**src/design/sdp_pkg.sv**
```systemverilog
// Purpose: shared constants and types of the single-wire debug port
// Assumes: one debug clock clk_sys, counts given in debug clock cycles
// Notes: command codes, bit timing and reset values live here only
package sdp_pkg;

  //////////////////////////////////////////////////////////////////////////////
  // command codes
  localparam logic [7:0] CMD_ACK_ON = 8'hD5;
  localparam logic [7:0] CMD_ACK_OFF = 8'hD6;
  localparam logic [7:0] CMD_HALT = 8'h90;
  localparam logic [7:0] CMD_STAT_FETCH = 8'hE4;
  localparam logic [7:0] CMD_CTRL_LOAD = 8'hC4;
  localparam logic [7:0] CMD_MEM_FETCH = 8'hE0;
  localparam logic [7:0] CMD_MEM_FETCH_STAT = 8'hE1;
  localparam logic [7:0] CMD_MEM_REFETCH = 8'hE8;
  localparam logic [7:0] CMD_MEM_STORE = 8'hC0;
  localparam logic [7:0] CMD_MEM_STORE_STAT = 8'hC1;
  localparam logic [7:0] CMD_MATCH_FETCH = 8'hE2;
  localparam logic [7:0] CMD_MATCH_LOAD = 8'hC2;
  localparam logic [7:0] CMD_RESUME = 8'h08;
  localparam logic [7:0] CMD_RESUME_TAGGED = 8'h18;
  localparam logic [7:0] CMD_SINGLE_STEP = 8'h10;
  localparam logic [7:0] CMD_ACC_FETCH = 8'h68;
  localparam logic [7:0] CMD_FLAGS_FETCH = 8'h69;
  localparam logic [7:0] CMD_PROGCTR_FETCH = 8'h6B;
  localparam logic [7:0] CMD_INDEX_FETCH = 8'h6C;
  localparam logic [7:0] CMD_STACKPTR_FETCH = 8'h6F;
  localparam logic [7:0] CMD_AUTOINC_FETCH = 8'h70;
  localparam logic [7:0] CMD_AUTOINC_FETCH_STAT = 8'h71;
  localparam logic [7:0] CMD_ACC_LOAD = 8'h48;
  localparam logic [7:0] CMD_FLAGS_LOAD = 8'h49;
  localparam logic [7:0] CMD_PROGCTR_LOAD = 8'h4B;
  localparam logic [7:0] CMD_INDEX_LOAD = 8'h4C;
  localparam logic [7:0] CMD_STACKPTR_LOAD = 8'h4F;
  localparam logic [7:0] CMD_AUTOINC_STORE = 8'h50;
  localparam logic [7:0] CMD_AUTOINC_STORE_STAT = 8'h51;

  //////////////////////////////////////////////////////////////////////////////
  // bit and slot timing, in debug clock cycles
  localparam logic [7:0] BIT_SAMPLE_CYCLES = 8'h0A;
  localparam logic [7:0] ONE_SPEEDUP_AT = 8'h07;
  localparam logic [7:0] ZERO_LOW_CYCLES = 8'h0D;
  localparam logic [7:0] DELAY_SLOT_CYCLES = 8'h10;
  localparam logic [7:0] SYNC_GAP_CYCLES = 8'h10;
  localparam logic [7:0] SYNC_PULSE_CYCLES = 8'h80;
  localparam logic [7:0] SYNC_DETECT_CYCLES = 8'h80;
  localparam logic [9:0] TIMEOUT_CYCLES = 10'h200;

  //////////////////////////////////////////////////////////////////////////////
  // field lengths, reset values, status layout
  localparam logic [4:0] LEN_BYTE = 5'h08;
  localparam logic [4:0] LEN_WORD = 5'h10;
  localparam logic [7:0] STATUS_CONTROL_RESET = 8'h00;
  localparam logic [15:0] MATCH_RESET = 16'h0000;
  localparam logic [7:0] BGND_ENABLE_MASK = 8'h80;
  localparam logic [7:0] HALTED_MASK = 8'h40;

  typedef logic [2:0] sdp_reg_sel_type;
  localparam sdp_reg_sel_type REG_ACC = 3'h0;
  localparam sdp_reg_sel_type REG_FLAGS = 3'h1;
  localparam sdp_reg_sel_type REG_PROGCTR = 3'h2;
  localparam sdp_reg_sel_type REG_INDEX = 3'h3;
  localparam sdp_reg_sel_type REG_STACKPTR = 3'h4;

  typedef enum logic [5:0] {
    E_IDLE = 6'h01,
    E_BIT = 6'h02,
    E_WAITHI = 6'h04,
    E_GAP = 6'h08,
    E_LOW = 6'h10,
    E_SPEED = 6'h20
  } sdp_eng_state_type;

  typedef enum logic [5:0] {
    S_CMD = 6'h01,
    S_ADDR = 6'h02,
    S_DATA = 6'h04,
    S_DELAY = 6'h08,
    S_STAT = 6'h10,
    S_TXD = 6'h20
  } sdp_cmd_state_type;

endpackage : sdp_pkg

```
**src/design/sdp_command_port.sv**
```systemverilog
// Purpose: command layer of the single-wire debug port
// Assumes: core signals share clk_sys; mem_rdata valid from the cycle after
//   mem_rd until the reply is loaded
// Notes: speed probe and bit timing in sdp_bit_engine
// Contract
// - commands start with an 8-bit code; all fields go MSB first
// - non-intrusive commands always; register, step and resume only halted
// - each delay slot lasts 16 debug clock cycles
// - 0xD5 turns acknowledge on, 0xD6 turns it off, any state
// - 0x90 halts the processor only when background enable is set
// - 0xE4 returns status/control; 0xC4 loads it from host
// - 0xE0 takes address, waits a slot, returns memory byte
// - 0xE1 like 0xE0 but status byte precedes the data byte
// - 0xE8 returns status then byte re-read from last read address
// - 0xC0 takes address and byte, writes it during the slot
// - 0xC1 like 0xC0, then returns the status byte
// - 0xE2 returns 16-bit match register, 0xC2 loads it, no slot
// - 0x08 and 0x18 resume user code from current program counter
// - 0x10 runs one instruction then halts again
// - halted: slot then return accumulator, flags, counter, index, stack
// - halted: load those registers from host data, then a slot
// - 0x70 increments index, slot, returns byte; 0x71 adds status first
// - 0x50 increments index, writes byte in slot; 0x51 then status
// - on probe: wait for high, wait 16, drive low 128 cycles
// - after the probe pulse drive high one cycle, then release
// - each bit is 16 cycles and starts with a host falling edge
// - 512 cycles without host edge aborts the command harmlessly
// - received bit is sampled ten cycles after the perceived edge
// - sent zero holds the pin low 13 cycles then speedup pulse
`timescale 1ns/1ps
`default_nettype none
module sdp_command_port (
  input wire logic clk_sys,
  input wire logic reset,
  input wire logic debug_pin_in,
  output logic debug_pin_out,
  output logic debug_pin_oe,
  input wire logic halted_debug_mode,
  output logic halt_req,
  output logic resume_req,
  output logic step_req,
  output logic mem_rd,
  output logic mem_wr,
  output logic [15:0] mem_addr,
  output logic [7:0] mem_wdata,
  input wire logic [7:0] mem_rdata,
  output logic reg_wr,
  output sdp_pkg::sdp_reg_sel_type reg_sel,
  output logic [15:0] reg_wdata,
  input wire logic [7:0] cpu_acc,
  input wire logic [7:0] condition_flags,
  input wire logic [15:0] program_counter,
  input wire logic [15:0] cpu_index,
  input wire logic [15:0] stack_pointer,
  output logic [7:0] debug_status_control,
  output logic [15:0] debug_breakpoint_match,
  output logic ack_enabled
);
  import sdp_pkg::*;

  logic pin_level;
  logic bit_done;
  logic rx_bit;
  logic timeout;
  logic sync_seen;
  sdp_cmd_state_type state;
  sdp_cmd_state_type next_state;
  logic [7:0] cmd;
  logic [15:0] shift;
  logic [15:0] addr;
  logic [15:0] wdata;
  logic [15:0] last_addr;
  logic [4:0] bit_cnt;
  logic [7:0] dly_cnt;

  //////////////////////////////////////////////////////////////////////////////
  // pin front end
  sdp_pin_sync #(
    .RESET_LEVEL(1'b1)
  ) u_sync (
    .clk_sys(clk_sys),
    .reset(reset),
    .pin_async(debug_pin_in),
    .level(pin_level)
  );

  wire rx_phase = (state == S_CMD) | (state == S_ADDR) | (state == S_DATA);
  wire tx_phase = (state == S_STAT) | (state == S_TXD);

  sdp_bit_engine u_engine (
    .clk_sys(clk_sys),
    .reset(reset),
    .pin_level(pin_level),
    .tx_active(tx_phase),
    .tx_bit(shift[15]),
    .bit_done(bit_done),
    .rx_bit(rx_bit),
    .timeout(timeout),
    .sync_seen(sync_seen),
    .pin_out(debug_pin_out),
    .pin_oe(debug_pin_oe)
  );

  //////////////////////////////////////////////////////////////////////////////
  // command decode
  wire [7:0] code = (state == S_CMD) ? {shift[6:0], rx_bit} : cmd;
  wire [15:0] rx_word = {shift[14:0], rx_bit};
  wire is_ack_on = (code == CMD_ACK_ON);
  wire is_ack_off = (code == CMD_ACK_OFF);
  wire is_halt = (code == CMD_HALT);
  wire is_stat = (code == CMD_STAT_FETCH);
  wire is_ctrl = (code == CMD_CTRL_LOAD);
  wire is_mrd = (code == CMD_MEM_FETCH);
  wire is_mrd_s = (code == CMD_MEM_FETCH_STAT);
  wire is_refetch = (code == CMD_MEM_REFETCH);
  wire is_mwr = (code == CMD_MEM_STORE);
  wire is_mwr_s = (code == CMD_MEM_STORE_STAT);
  wire is_mfetch = (code == CMD_MATCH_FETCH);
  wire is_mload = (code == CMD_MATCH_LOAD);
  wire is_resume = (code == CMD_RESUME) | (code == CMD_RESUME_TAGGED);
  wire is_step = (code == CMD_SINGLE_STEP);
  wire is_inc_rd_s = (code == CMD_AUTOINC_FETCH_STAT);
  wire is_inc_wr_s = (code == CMD_AUTOINC_STORE_STAT);
  wire c_mem_rd = is_mrd | is_mrd_s;
  wire c_mem_wr = is_mwr | is_mwr_s;
  wire c_inc_rd = (code == CMD_AUTOINC_FETCH) | is_inc_rd_s;
  wire c_inc_wr = (code == CMD_AUTOINC_STORE) | is_inc_wr_s;
  wire c_rd8 = (code == CMD_ACC_FETCH) | (code == CMD_FLAGS_FETCH);
  wire c_rd16 = (code == CMD_PROGCTR_FETCH) | (code == CMD_INDEX_FETCH) |
                (code == CMD_STACKPTR_FETCH);
  wire c_wr8 = (code == CMD_ACC_LOAD) | (code == CMD_FLAGS_LOAD);
  wire c_wr16 = (code == CMD_PROGCTR_LOAD) | (code == CMD_INDEX_LOAD) |
                (code == CMD_STACKPTR_LOAD);
  wire halted_only = c_inc_rd | c_inc_wr | c_rd8 | c_rd16 | c_wr8 | c_wr16 |
                     is_resume | is_step;
  wire no_slot = is_stat | is_ctrl | is_refetch | is_mfetch | is_mload;
  wire known = halted_only | no_slot | is_ack_on | is_ack_off | is_halt |
               c_mem_rd | c_mem_wr;
  wire accept = known & (~halted_only | halted_debug_mode);

  // phase layout of the accepted command
  wire has_addr = c_mem_rd | c_mem_wr;
  wire has_data = c_mem_wr | c_inc_wr | c_wr8 | c_wr16 | is_ctrl | is_mload;
  wire has_dly = known & ~no_slot;
  wire has_stat = is_stat | is_mrd_s | is_mwr_s | is_refetch | is_inc_rd_s |
                  is_inc_wr_s;
  wire has_txd = c_mem_rd | is_refetch | c_inc_rd | c_rd8 | c_rd16 | is_mfetch;
  wire [4:0] data_len = (c_wr16 | is_mload) ? LEN_WORD : LEN_BYTE;
  wire [4:0] tx_len = (c_rd16 | is_mfetch) ? LEN_WORD : LEN_BYTE;

  sdp_cmd_state_type after_stat;
  sdp_cmd_state_type after_dly;
  sdp_cmd_state_type after_data;
  sdp_cmd_state_type after_addr;
  sdp_cmd_state_type after_cmd;
  assign after_stat = has_txd ? S_TXD : S_CMD;
  assign after_dly = has_stat ? S_STAT : after_stat;
  assign after_data = has_dly ? S_DELAY : after_dly;
  assign after_addr = has_data ? S_DATA : after_data;
  assign after_cmd = has_addr ? S_ADDR : after_addr;

  wire [4:0] phase_len = (state == S_ADDR) ? LEN_WORD :
                         (state == S_DATA) ? data_len :
                         (state == S_TXD) ? tx_len : LEN_BYTE;
  wire shifting = rx_phase | tx_phase;
  wire phase_end = bit_done & shifting & (bit_cnt == phase_len - 5'h01);
  wire dly_end = (state == S_DELAY) &
                 (dly_cnt == DELAY_SLOT_CYCLES - 8'h01);
  wire abort = timeout | sync_seen;
  wire cmd_end = (state == S_CMD) & phase_end & ~abort;
  wire data_end = (state == S_DATA) & phase_end & ~abort;
  wire act = (state == S_DELAY) & (dly_cnt == 8'h00);

  //////////////////////////////////////////////////////////////////////////////
  // reply sources
  wire [15:0] inc_index = cpu_index + 16'h0001;
  wire [7:0] status_byte = (debug_status_control & ~HALTED_MASK) |
                           (halted_debug_mode ? HALTED_MASK : 8'h00);
  wire bgnd_en = |(debug_status_control & BGND_ENABLE_MASK);
  sdp_reg_sel_type code_sel;
  assign code_sel = (c_inc_rd | c_inc_wr) ? REG_INDEX :
                    (code[3:0] == 4'h8) ? REG_ACC :
                    (code[3:0] == 4'h9) ? REG_FLAGS :
                    (code[3:0] == 4'hB) ? REG_PROGCTR :
                    (code[3:0] == 4'hC) ? REG_INDEX : REG_STACKPTR;
  wire [15:0] reg16 = (code_sel == REG_PROGCTR) ? program_counter :
                      (code_sel == REG_INDEX) ? cpu_index : stack_pointer;
  wire [7:0] reg8 = (code_sel == REG_ACC) ? cpu_acc : condition_flags;
  wire [15:0] tx_source = c_rd16 ? reg16 :
                          is_mfetch ? debug_breakpoint_match :
                          c_rd8 ? {reg8, 8'h00} :
                          {mem_rdata, 8'h00};
  wire enter_stat = (next_state == S_STAT) & (state != S_STAT);
  wire enter_txd = (next_state == S_TXD) & (state != S_TXD);

  //////////////////////////////////////////////////////////////////////////////
  // sequencing
  always_comb begin
    next_state = state;
    case (state)
      S_CMD: if (phase_end) next_state = accept ? after_cmd : S_CMD;
      S_ADDR: if (phase_end) next_state = after_addr;
      S_DATA: if (phase_end) next_state = after_data;
      S_DELAY: if (dly_end) next_state = after_dly;
      S_STAT: if (phase_end) next_state = after_stat;
      S_TXD: if (phase_end) next_state = S_CMD;
      default: next_state = S_CMD;
    endcase
    if (abort) begin
      next_state = S_CMD;
    end
  end

  always_ff @(posedge clk_sys or posedge reset) begin
    if (reset) begin
      state <= S_CMD;
      cmd <= 8'h00;
      bit_cnt <= 5'h00;
      dly_cnt <= 8'h00;
    end else begin
      state <= next_state;
      if (cmd_end) begin
        cmd <= code;
      end
      if (abort | phase_end) begin
        bit_cnt <= 5'h00;
      end else if (bit_done & shifting) begin
        bit_cnt <= bit_cnt + 5'h01;
      end
      dly_cnt <= (state == S_DELAY) ? dly_cnt + 8'h01 : 8'h00;
    end
  end

  always_ff @(posedge clk_sys or posedge reset) begin
    if (reset) begin
      shift <= 16'h0000;
      addr <= 16'h0000;
      wdata <= 16'h0000;
    end else begin
      if (abort) begin
        shift <= 16'h0000;
      end else if (enter_stat) begin
        shift <= {status_byte, 8'h00};
      end else if (enter_txd) begin
        shift <= tx_source;
      end else if (bit_done & rx_phase) begin
        shift <= rx_word;
      end else if (bit_done & tx_phase) begin
        shift <= {shift[14:0], 1'b0};
      end
      if ((state == S_ADDR) & phase_end & ~abort) begin
        addr <= rx_word;
      end
      if (data_end) begin
        wdata <= rx_word;
      end
    end
  end

  //////////////////////////////////////////////////////////////////////////////
  // debug registers
  always_ff @(posedge clk_sys or posedge reset) begin
    if (reset) begin
      debug_status_control <= STATUS_CONTROL_RESET;
      debug_breakpoint_match <= MATCH_RESET;
      ack_enabled <= 1'b0;
    end else begin
      if (data_end & is_ctrl) begin
        debug_status_control <= rx_word[7:0];
      end
      if (data_end & is_mload) begin
        debug_breakpoint_match <= rx_word;
      end
      if (act & is_ack_on) begin
        ack_enabled <= 1'b1;
      end else if (act & is_ack_off) begin
        ack_enabled <= 1'b0;
      end
    end
  end

  //////////////////////////////////////////////////////////////////////////////
  // core side actions, issued on the first cycle of the slot; the 0xE8 read is issued at command end
  always_ff @(posedge clk_sys or posedge reset) begin
    if (reset) begin
      mem_rd <= 1'b0;
      mem_wr <= 1'b0;
      mem_addr <= 16'h0000;
      mem_wdata <= 8'h00;
      last_addr <= 16'h0000;
      reg_wr <= 1'b0;
      reg_sel <= REG_ACC;
      reg_wdata <= 16'h0000;
      halt_req <= 1'b0;
      resume_req <= 1'b0;
      step_req <= 1'b0;
    end else begin
      mem_rd <= (act & (c_mem_rd | c_inc_rd)) |
                (cmd_end & accept & is_refetch);
      mem_wr <= act & (c_mem_wr | c_inc_wr);
      reg_wr <= act & (c_wr8 | c_wr16 | c_inc_rd | c_inc_wr);
      halt_req <= act & is_halt & bgnd_en;
      resume_req <= act & is_resume;
      step_req <= act & is_step;
      if (cmd_end & accept & is_refetch) begin
        mem_addr <= last_addr;
      end else if (act) begin
        mem_addr <= (c_inc_rd | c_inc_wr) ? inc_index : addr;
        mem_wdata <= wdata[7:0];
        reg_sel <= code_sel;
        reg_wdata <= (c_inc_rd | c_inc_wr) ? inc_index : wdata;
      end
      if (act & (c_mem_rd | c_inc_rd)) begin
        last_addr <= (c_inc_rd) ? inc_index : addr;
      end
    end
  end
endmodule : sdp_command_port
`default_nettype wire

```
**src/design/sdp_pin_sync.sv**
```systemverilog
// Purpose: three-stage synchroniser for the debug pin level
// Assumes: pin is asynchronous to clk_sys
// Notes: level changes once stages two and three agree
`timescale 1ns/1ps
`default_nettype none
module sdp_pin_sync #(
  parameter logic RESET_LEVEL = 1'b1
) (
  input wire logic clk_sys,
  input wire logic reset,
  input wire logic pin_async,
  output logic level
);
  logic ff1;
  logic ff2;
  logic ff3;

  always_ff @(posedge clk_sys or posedge reset) begin
    if (reset) begin
      ff1 <= RESET_LEVEL;
      ff2 <= RESET_LEVEL;
      ff3 <= RESET_LEVEL;
      level <= RESET_LEVEL;
    end else begin
      ff1 <= pin_async;
      ff2 <= ff1;
      ff3 <= ff2;
      if (ff2 == ff3) begin
        level <= ff3;
      end
    end
  end
endmodule : sdp_pin_sync
`default_nettype wire

```
**src/design/sdp_bit_engine.sv**
```systemverilog
// Purpose: bit timing, speed probe reply and inter-edge timeout
// Assumes: pin_level already synchronised
// Notes: pin_out and pin_oe are registered, one cycle behind the state
`timescale 1ns/1ps
`default_nettype none
module sdp_bit_engine (
  input wire logic clk_sys,
  input wire logic reset,
  input wire logic pin_level,
  input wire logic tx_active,
  input wire logic tx_bit,
  output logic bit_done,
  output logic rx_bit,
  output logic timeout,
  output logic sync_seen,
  output logic pin_out,
  output logic pin_oe
);
  import sdp_pkg::*;

  sdp_eng_state_type state;
  sdp_eng_state_type next_state;
  logic [7:0] cnt;
  logic [7:0] low_cnt;
  logic [9:0] gap;
  logic pin_prev;
  logic tx_dir;
  logic tx_val;

  //////////////////////////////////////////////////////////////////////////////
  // decode
  wire fall = pin_prev & ~pin_level;
  wire in_sync = (state == E_WAITHI) | (state == E_GAP) |
                 (state == E_LOW) | (state == E_SPEED);
  wire start = (state == E_IDLE) & fall;
  wire low_trip = ~pin_level & ~in_sync &
                  (low_cnt == SYNC_DETECT_CYCLES - 8'h01);
  wire rx_end = (cnt == BIT_SAMPLE_CYCLES);
  wire rx_done = (cnt == BIT_SAMPLE_CYCLES + 8'h01);
  wire tx_end = (cnt == ZERO_LOW_CYCLES);
  wire bit_end = (state == E_BIT) & (tx_dir ? tx_end : rx_done);
  wire drive_zero = tx_dir & ~tx_val & (cnt < ZERO_LOW_CYCLES);
  wire drive_one = tx_dir & (tx_val ? (cnt == ONE_SPEEDUP_AT) : tx_end);
  wire bit_oe = ((state == E_BIT) & (drive_zero | drive_one)) |
                (start & tx_active & ~tx_bit);
  wire next_oe = bit_oe | (state == E_LOW) | (state == E_SPEED);
  wire next_out = ((state == E_BIT) & drive_one) | (state == E_SPEED);

  assign bit_done = bit_end;
  assign sync_seen = low_trip;
  assign timeout = (gap == TIMEOUT_CYCLES - 10'h001) & ~start;

  always_comb begin
    next_state = state;
    case (state)
      E_IDLE: if (start) next_state = E_BIT;
      E_BIT: if (bit_end) next_state = E_IDLE;
      E_WAITHI: if (pin_level) next_state = E_GAP;
      E_GAP: if (cnt == SYNC_GAP_CYCLES - 8'h01) next_state = E_LOW;
      E_LOW: if (cnt == SYNC_PULSE_CYCLES - 8'h01) next_state = E_SPEED;
      E_SPEED: next_state = E_IDLE;
      default: next_state = E_IDLE;
    endcase
    if (low_trip) begin
      next_state = E_WAITHI;
    end
  end

  //////////////////////////////////////////////////////////////////////////////
  // state and counters
  always_ff @(posedge clk_sys or posedge reset) begin
    if (reset) begin
      state <= E_IDLE;
      cnt <= 8'h00;
      pin_prev <= 1'b1;
    end else begin
      state <= next_state;
      pin_prev <= pin_level;
      if (next_state != state) begin
        cnt <= start ? 8'h01 : 8'h00;
      end else begin
        cnt <= cnt + 8'h01;
      end
    end
  end

  always_ff @(posedge clk_sys or posedge reset) begin
    if (reset) begin
      low_cnt <= 8'h00;
      gap <= 10'h000;
    end else begin
      if (pin_level | in_sync) begin
        low_cnt <= 8'h00;
      end else if (low_cnt != SYNC_DETECT_CYCLES - 8'h01) begin
        low_cnt <= low_cnt + 8'h01;
      end
      if (start) begin
        gap <= 10'h000;
      end else if (gap != TIMEOUT_CYCLES) begin
        gap <= gap + 10'h001;
      end
    end
  end

  always_ff @(posedge clk_sys or posedge reset) begin
    if (reset) begin
      tx_dir <= 1'b0;
      tx_val <= 1'b0;
      rx_bit <= 1'b0;
      pin_out <= 1'b0;
      pin_oe <= 1'b0;
    end else begin
      if (start) begin
        tx_dir <= tx_active;
        tx_val <= tx_bit;
      end
      if ((state == E_BIT) & ~tx_dir & rx_end) begin
        rx_bit <= pin_level;
      end
      pin_out <= next_out;
      pin_oe <= next_oe;
    end
  end
endmodule : sdp_bit_engine
`default_nettype wire

```
**config.mk**
```make
export PLATFORM = sky130hd
export DESIGN_NAME = sdp_command_port
export DESIGN_NICKNAME = d
export VERILOG_FILES = /design/src/design/sdp_pkg.sv /design/src/design/sdp_command_port.sv /design/src/design/sdp_pin_sync.sv /design/src/design/sdp_bit_engine.sv
export SDC_FILE = /design/constraint.sdc
export NUM_CORES = 1
export LEC_CHECK = 0
export BUFFER_PORTS_ARGS = -buffer_cell sky130_fd_sc_hd__buf_2
export CELL_PAD_IN_SITES_DETAIL_PLACEMENT = 1
export CELL_PAD_IN_SITES_GLOBAL_PLACEMENT = 1
export CORE_ASPECT_RATIO = 1.5
export CORE_UTILIZATION = 34
export CTS_CLUSTER_SIZE = 8
export DETAILED_ROUTE_END_ITERATION = 8
export GPL_TIMING_DRIVEN = 0
export PLACE_DENSITY = 0.66
export SYNTH_ARGS = -nofsm -noshare
export SYNTH_HDL_FRONTEND = slang
export SYNTH_SLANG_ARGS = --single-unit
```
**constraint.sdc**
```tcl
create_clock -name clk_sys -period 8.8 [get_ports clk_sys]
set_input_delay 0.88 -clock clk_sys [delete_from_list [all_inputs] [get_ports clk_sys]]
set_output_delay 0.88 -clock clk_sys [all_outputs]
set_load 0.05 [all_outputs]
```
==> summary.txt, run 1 <==
Crit path capture type = register
Final standard cell utilization of the core = 41.1%
Min Tclk post-route = 4.53 ns
Count of flip-flops with a built-in enable after synthesis = 0
Master cell of the clock root buffer = clkbuf_16
Fraction of registers with async set or reset after synthesis = 100%
Critical path launch point type = register
Area added between synthesis and finish = 18.6%
Reg2Reg Setup Slack = 4.27 ns
Internal power = 1.72 mW
Standby leakage power = 6.36 nW
Number of rows created at floorplan = 83
Clock buffers created by TritonCTS = 30
Post-placement setup slack = 4.27 ns
Antenna cell count = 0
Largest incremental delay on the critical path = 0.83 ns
Die height = 231 µm
Effective utilization at floorplan = 34.6%
Ratio of cells with drive above 1 in the final layout = 19.0%
Sw frac = 26.1%
Max Clk Rate = 221 MHz
Share of the clock period used by the worst path = 51.4%
Arrival time worst endpoint = 4.96 ns
Primary FF master, synth = dfrtp_1
Syn_nets = 1,377
Total routed wirelength = 43,400 µm
CTS tree = done
Routability-driven placement congestion ratio = 0.917
Die width = 155 µm
Antenna violations before repair = 0
Met1 track demand over resource = 28.4%
Routed vias/inst = 5.55
Crit Path Class = reg -> reg
Hold buffer count at cts = 0
Hold_ws = 0.366 ns
Ys Warns = 0
Clock transition at the registers of the reported paths = 0.06 ns
Global-route usage over all layers = 24.9%
Sum of overflow across all layers after global routing = 0
Worst setup margin = 4.27 ns
Slew margin rel. = 30.5%
Portion of total power attributed to combinational logic = 9.3%
PortBufs = 151
Post-detailed-placement half-perimeter wirelength = 32,800 µm
Total net switching power = 0.608 mW
Class of the tightest hold or removal check = reg -> reg
Required time of the worst setup path = 9.23 ns
Met3 track demand over resource in global routing = 2.55%
Synth Area per Inst = 9.20 µm²
Final-report setup violation count = 0
Final hold violations = 0
Global-route met2 utilization = 45.6%
Skew final = 0.0135 ns
Most used cells in the layout excluding fill and tap cells = 200 x nand2_1, 200 x dfrtp_1, 160 x buf_2, 109 x nor2_1, 103 x o21ai_0
Result of the run = complete, no violations
GR peak layer = met2
Total via count in the routed design = 10,700
Share of the yosys chip area belonging to registers = 43.7%
Synthesized flop and latch total = 207
Reg power frac = 43.6%
Maxcap violations = 0
Die area = 0.0357 mm²
Number of global-route vias before repair = 11,400
Clock share of power = 47.1%
Delay-heaviest family, CP = compound AO/OA/AOI/OAI gates
Number of top-level pins = 152
Detail-routed net length per standard cell = 22.6 µm
Initial DRT Pass Iterations = 4
Setup fix buffers added after clock tree synthesis = 0
Buffering stage count on the worst path with inverters included = 3
Final routed DRC violation total = 0
Cell area after synthesis = 0.0119 mm²
Largest net degree at the start of global routing = 118
Synthesized instance count = 1,290
Core box area = 0.0343 mm²
Starting DRC count in detailed routing = 470
Library cells used by synthesis = 86
Highest net fanout along the worst path = 10
Num Clock Sinks = 207
Cell with the biggest individual delay on the critical path = o22ai_1
Wire length of the first global-routing pass = 67,500 µm
Final Slew Violations = 0
Crit-path cells = nor2b_1 -> clkbuf_1 -> nand2_2 -> o22ai_1 -> a21oi_1 -> o211ai_2 -> nand2_1 -> or3_1 -> buf_2 -> nor2_4 -> buf_4 -> mux2_1
Unrepaired setup endpoints after global routing = false
Later-pin clock latency in the skew report = 0.57 ns
Power per cell area = 165 mW/mm²
Transition at the pin with the smallest max-transition slack = 1.04 ns
Final nets = 1,561
Resized cells post-CTS = 0
Clock buffer depth = 3
CTS H-tree lvls = 1
Number of antenna-violating nets in the routed design = 0
Peak VDD IR = 0.147 mV
## synth_stat cells, types with 10 or more instances
cell      instances  area (µm²)
a221o_1          10         100
o211ai_1         13        97.6
mux2_2           48         541
nor4_1           14        87.6
mux2i_1          62         621
nor4b_1          10        87.6
ha_1             11         138
a21oi_1          54         270
xor2_1           30         263
mux2_1           12         135
nand3_1          41         205
nor2b_1          14        87.6
nand4_1          21         131
and3_1           41         257
xnor2_1          21         184
nand2_1         200         751
nor2_1          109         409
nor3_1           16        80.1
dfrtp_1         200        5000
inv_1            18        67.6
o21ai_0         103         515
clkbuf_1         66         248
## worst paths after layout
kind,to,from,cells after the start
setup / recovery,debug_breakpoint_match[6]$_DFFE_PP0P_,state[0]$_DFF_PP1_,12
hold / removal,u_sync.ff2$_DFF_PP1_,u_sync.ff1$_DFF_PP1_,0
setup reg to reg,debug_breakpoint_match[6]$_DFFE_PP0P_,state[0]$_DFF_PP1_,12
hold reg to reg,u_sync.ff2$_DFF_PP1_,u_sync.ff1$_DFF_PP1_,0
max in group asynchronous,debug_breakpoint_match[6]$_DFFE_PP0P_,reset,3
min in group asynchronous,reg_wdata[9]$_DFFE_PP0P_,reset,2
## cells by family (layout without fill, tap and decap cells)
| family | Yosys count | count (layout) | synth area share [%] |
|---|---|---|---|
| compound gates | 254 | 254 | 13.7 |
| xor+xnor | 51 | 51 | 3.76 |
| fa+ha+maj | 12 | 12 | 1.24 |
| buf+inv | 105 | 313 | 3.70 |
| flops | 207 | 207 | 43.7 |
| mux | 124 | 124 | 11.2 |
| simple gates | 537 | 537 | 22.6 |
## per-layer routing
layer / up-vias / part of all wire [%]
met4: 0 / 5.0
met1: 5323 / 40
met2: 263 / 52
met3: 97 / 3.5
li1: 4982 / -
met5: - / 0
## sequential cells by signal, indices dropped and copies added, names as in the netlist, 5 cells and up
| register | cells |
|---|---|
| mem_wdata | 8 |
| u_engine.cnt | 8 |
| state | 6 |
| bit_cnt | 5 |
| u_engine.state | 6 |
| reg_wdata | 16 |
| debug_status_control | 8 |
| u_engine.gap | 10 |
| addr | 16 |
| last_addr | 16 |
| wdata | 16 |
| debug_breakpoint_match | 16 |
| cmd | 8 |
| mem_addr | 16 |
| shift | 16 |
| u_engine.low_cnt | 8 |
| dly_cnt | 8 |
## worst reg2reg max path: stages (launching register included)
cell      delay (ns)
dfstp_2         0.59
nor2b_1         0.15
clkbuf_1        0.47
nand2_2         0.28
o22ai_1         0.84
a21oi_1         0.12
o211ai_2        0.38
nand2_1         0.15
or3_1           0.33
buf_2           0.22
nor2_4          0.27
buf_4           0.26
mux2_1          0.35
## cell type report
class	instances	area, µm²
multi-input cells	978	6250
clock inverters	2	23.8
inverters	18	75.1
repair buffers	152	783
well taps	425	532
fillers	4084	20200
flip-flops and latches	207	5190
plain buffers	87	372
clock buffers	54	861
## power by group through the flow
stage	clock network [mW]	logic (mW)	registers, mW
final	1.09	0.216	1.01
after global routing	1.15	0.247	1.02
after CTS	1.12	0.223	1.01
after detailed placement	0	0.222	1.03
after global placement	0	0.214	1.03
after floorplan	0	0.147	1.02
## per-stage QoR
| stage | total power, mW | TNS, ns | std cells | cell area, µm² |
|---|---|---|---|---|
| 4_1_cts | 2.36 | 0 | 1923 | 14100 |
| 2_1_floorplan | 1.17 | 0 | 1290 | 11900 |
| 6_report | 2.32 | 0 | 1923 | 14100 |
| 5_1_grt | 2.42 | 0 | 1923 | 14100 |
| 3_5_place_dp | 1.25 | 0 | 1867 | 13200 |
| 3_3_place_gp | 1.24 | -77.57 | 1866 | 13200 |
Power figures use the tool's default switching activity.
==> run 2, diff against run 1 <==
==> constraint.sdc (replaced) <==
create_clock -name clk_sys -period 4.6 [get_ports clk_sys]
set_input_delay 0.46 -clock clk_sys [delete_from_list [all_inputs] [get_ports clk_sys]]
set_output_delay 0.46 -clock clk_sys [all_outputs]
set_load 0.05 [all_outputs]
==> run 2 against run 1 <==
  * Sequential power increased by 92%
  * Utilization increased by 0.21 points
  * Sequential cell count unchanged
  * Routed wire length increased by 0.27%
  * First-iteration DRC count increased by 8.9%
  * Via count increased by 1.2%
==> summary.txt, run 2 (same netlist as run 1, synthesis figures left out) <==
Clock buffers created by TritonCTS = 29 (-3.3%)
Sum of overflow across all layers after global routing = 0 (unchanged)
Sequential cell area in the final layout = 0.00519 mm² (unchanged)
Initial DRT Pass Iterations = 5 (+1)
Most used cells in the layout excluding fill and tap cells = 200 x nand2_1, 200 x dfrtp_1, 160 x buf_2, 109 x nor2_1, 103 x o21ai_0
Die height = 231 µm (unchanged)
Number of top-level pins = 152 (unchanged)
Wire length of the first global-routing pass = 67,700 µm (+0.19%)
Detail-routed net length per standard cell = 22.6 µm (+0.11%)
Number of rows created at floorplan = 83 (unchanged)
Area of combinational cells with multiple inputs = 0.00626 mm² (+0.20%)
Total net switching power = 1.15 mW (+89%)
Total routed wirelength = 43,600 µm (+0.27%)
PortBufs = 151 (unchanged)
Cell count of the worst reg-to-reg path = 11 (-1)
Peak VDD IR = 0.250 mV (+70%)
Slew margin rel. = 30.4% (-0.066 points)
Antenna cell count = 0 (unchanged)
Skew final = 0.0109 ns (-0.00265 ns)
Ratio of cells with drive above 1 in the final layout = 19.2% (+0.16 points)
Later-pin clock latency in the skew report = 0.57 ns (about the same)
Number of antenna-violating nets in the routed design = 0 (unchanged)
Routability-driven placement congestion ratio = 0.915 (-0.24%)
Final routed DRC violation total = 0 (unchanged)
Sw frac = 26.3% (+0.15 points)
Reg power frac = 44.4% (+0.8 points)
Internal power = 3.22 mW (+88%)
Final nets = 1,567 (+0.38%)
Instance area after placement = 0.0133 mm² (+0.73%)
CTS tree = done
Die area = 0.0357 mm² (unchanged)
Post-detailed-placement half-perimeter wirelength = 33,400 µm (+1.6%)
Max Clk Rate = 232 MHz (+5.0%)
Master cell of the clock root buffer = clkbuf_16
Final std cell area, no fill = 0.0142 mm² (+0.52%)
Antenna violations before repair = 0 (unchanged)
Crit Path Class = reg -> reg
Met2 Routed Length = 22,900 µm (+1.6%)
Required time of the worst setup path = 5.06 ns (-4.17 ns)
Effective utilization at floorplan = 34.6% (unchanged)
Final hold violations = 0 (unchanged)
Met1 layer wirelength in the final routing = 17,400 µm (+1.1%)
CTS H-tree lvls = 1 (unchanged)
Unrepaired setup endpoints after global routing = false
Crit path capture type = register
Number of global-route vias before repair = 11,400 (+0.11%)
Critical path launch point type = register
Area added between synthesis and finish = 19.2%
Die width = 155 µm (unchanged)
Layout filler cell count = 4,045 (-0.95%)
Share of the clock period used by the worst path = 93.7% (+42 points)
Core box area = 0.0343 mm² (unchanged)
Global-route usage over all layers = 24.9% (about the same)
Total via count in the routed design = 10,800 (+1.2%)
Transition at the pin with the smallest max-transition slack = 1.03 ns (-0.00967 ns)
Highest net fanout along the worst path = 10 (unchanged)
Sum of met3 wire segment lengths after detailed routing = 1440 µm (-5.3%)
Maxcap violations = 0 (unchanged)
Overall power consumption = 4.37 mW (+88%)
Top metal layer carrying routed signals = met4
Portion of total power attributed to combinational logic = 9.6% (+0.3 points)
Arrival time worst endpoint = 4.77 ns (-0.19 ns)
Clock share of power = 46.0% (-1.1 points)
Class of the tightest hold or removal check = in -> reg
Result of the run = complete, no violations
Hold Path Depth = 2 (+2)
Clock transition at the registers of the reported paths = 0.05 ns (about the same)
Starting DRC count in detailed routing = 512 (+8.9%)
Min Tclk post-route = 4.31 ns (-0.214 ns)
Routed vias/inst = 5.60 (+1.0%)
Clock buffer depth = 3 (unchanged)
Power per cell area = 309 mW/mm² (+87%)
Largest net degree at the start of global routing = 42 (-64%)
Final-report setup violation count = 0 (unchanged)
Final Slew Violations = 0 (unchanged)
Setup fix buffers added after clock tree synthesis = 0 (unchanged)
Standby leakage power = 6.39 nW (+0.42%)
Num Clock Sinks = 207 (unchanged)
run 2: final cells by class:
class | count | area share, %
timing repair buffer | 159 | 6.38
clock buffer | 51 | 5.71
buffer | 87 | 2.63
sequential | 207 | 36.7
tap | 425 | 3.76
inverter | 18 | 0.504
clock inverter | 1 | 0.141
multi-input combinational | 978 | 44.2
run 2: final timing paths:
check | from | slack [ns] | to
worst max-delay path | cmd[3]$_DFFE_PP0P_ | 0.29 | shift[14]$_DFFE_PP0P_
worst min-delay path | halted_debug_mode | 0.23 | shift[14]$_DFFE_PP0P_
worst max register to register | cmd[3]$_DFFE_PP0P_ | 0.29 | shift[14]$_DFFE_PP0P_
worst min register to register | u_sync.ff1$_DFF_PP1_ | 0.36 | u_sync.ff2$_DFF_PP1_
max in group asynchronous | reset | 3.21 | resume_req$_DFF_PP0_
min in group asynchronous | reset | 0.53 | mem_wdata[5]$_DFFE_PP0P_
run 2: worst max-delay path: stages (launching register included):
cell and delay [ns]:
dfrtp_1 0.45, nor4b_1 0.70, nand3_1 0.30, o211ai_1 0.58
mux2i_1 0.29, o211ai_2 0.22, nand2_1 0.19, buf_2 0.37
mux2i_4 0.47, a21oi_2 0.20, buf_6 0.21, a32o_1 0.20
run 2: power by group through the flow:
stage | registers, mW | clock network, mW | logic, mW
after floorplan | 1.96 | 0 | 0.281
after global placement | 1.97 | 0 | 0.411
after detailed placement | 1.97 | 0 | 0.428
after CTS | 1.94 | 2.05 | 0.432
after global routing | 1.95 | 2.12 | 0.479
final | 1.94 | 2.01 | 0.422
run 2: what timing repair did:
item / 4_1_cts / 5_1_grt
resized for setup: 0 / 2
hold buffers: 2 / 0
endpoints found under the hold margin: 16 / 0
setup endpoints to repair: 0 / 51
run 2: through the flow:
stage | setup WS, ns | hold WS, ns | util, % | cells | setup TNS [ns]
final | 0.288 | 0.230 | 41.3 | 1926 | 0
after global routing | 0.0885 | 0.218 | 41.3 | 1926 | 0
after CTS | 0.102 | 0.213 | 41.3 | 1926 | 0
after detailed placement | 0.136 | 0.347 | 38.8 | 1872 | 0
after global placement | -0.0270 | 0.356 | 38.4 | 1866 | -1.27
after floorplan | 1.40 | 0.345 | - | 1290 | 0
run 2: routing by layer:
metal  track usage [%]  up-vias
li1                  -     4997
met5                 0        -
met3              2.53       85
met4              10.5        0
met1              28.7     5436
met2              46.2      271
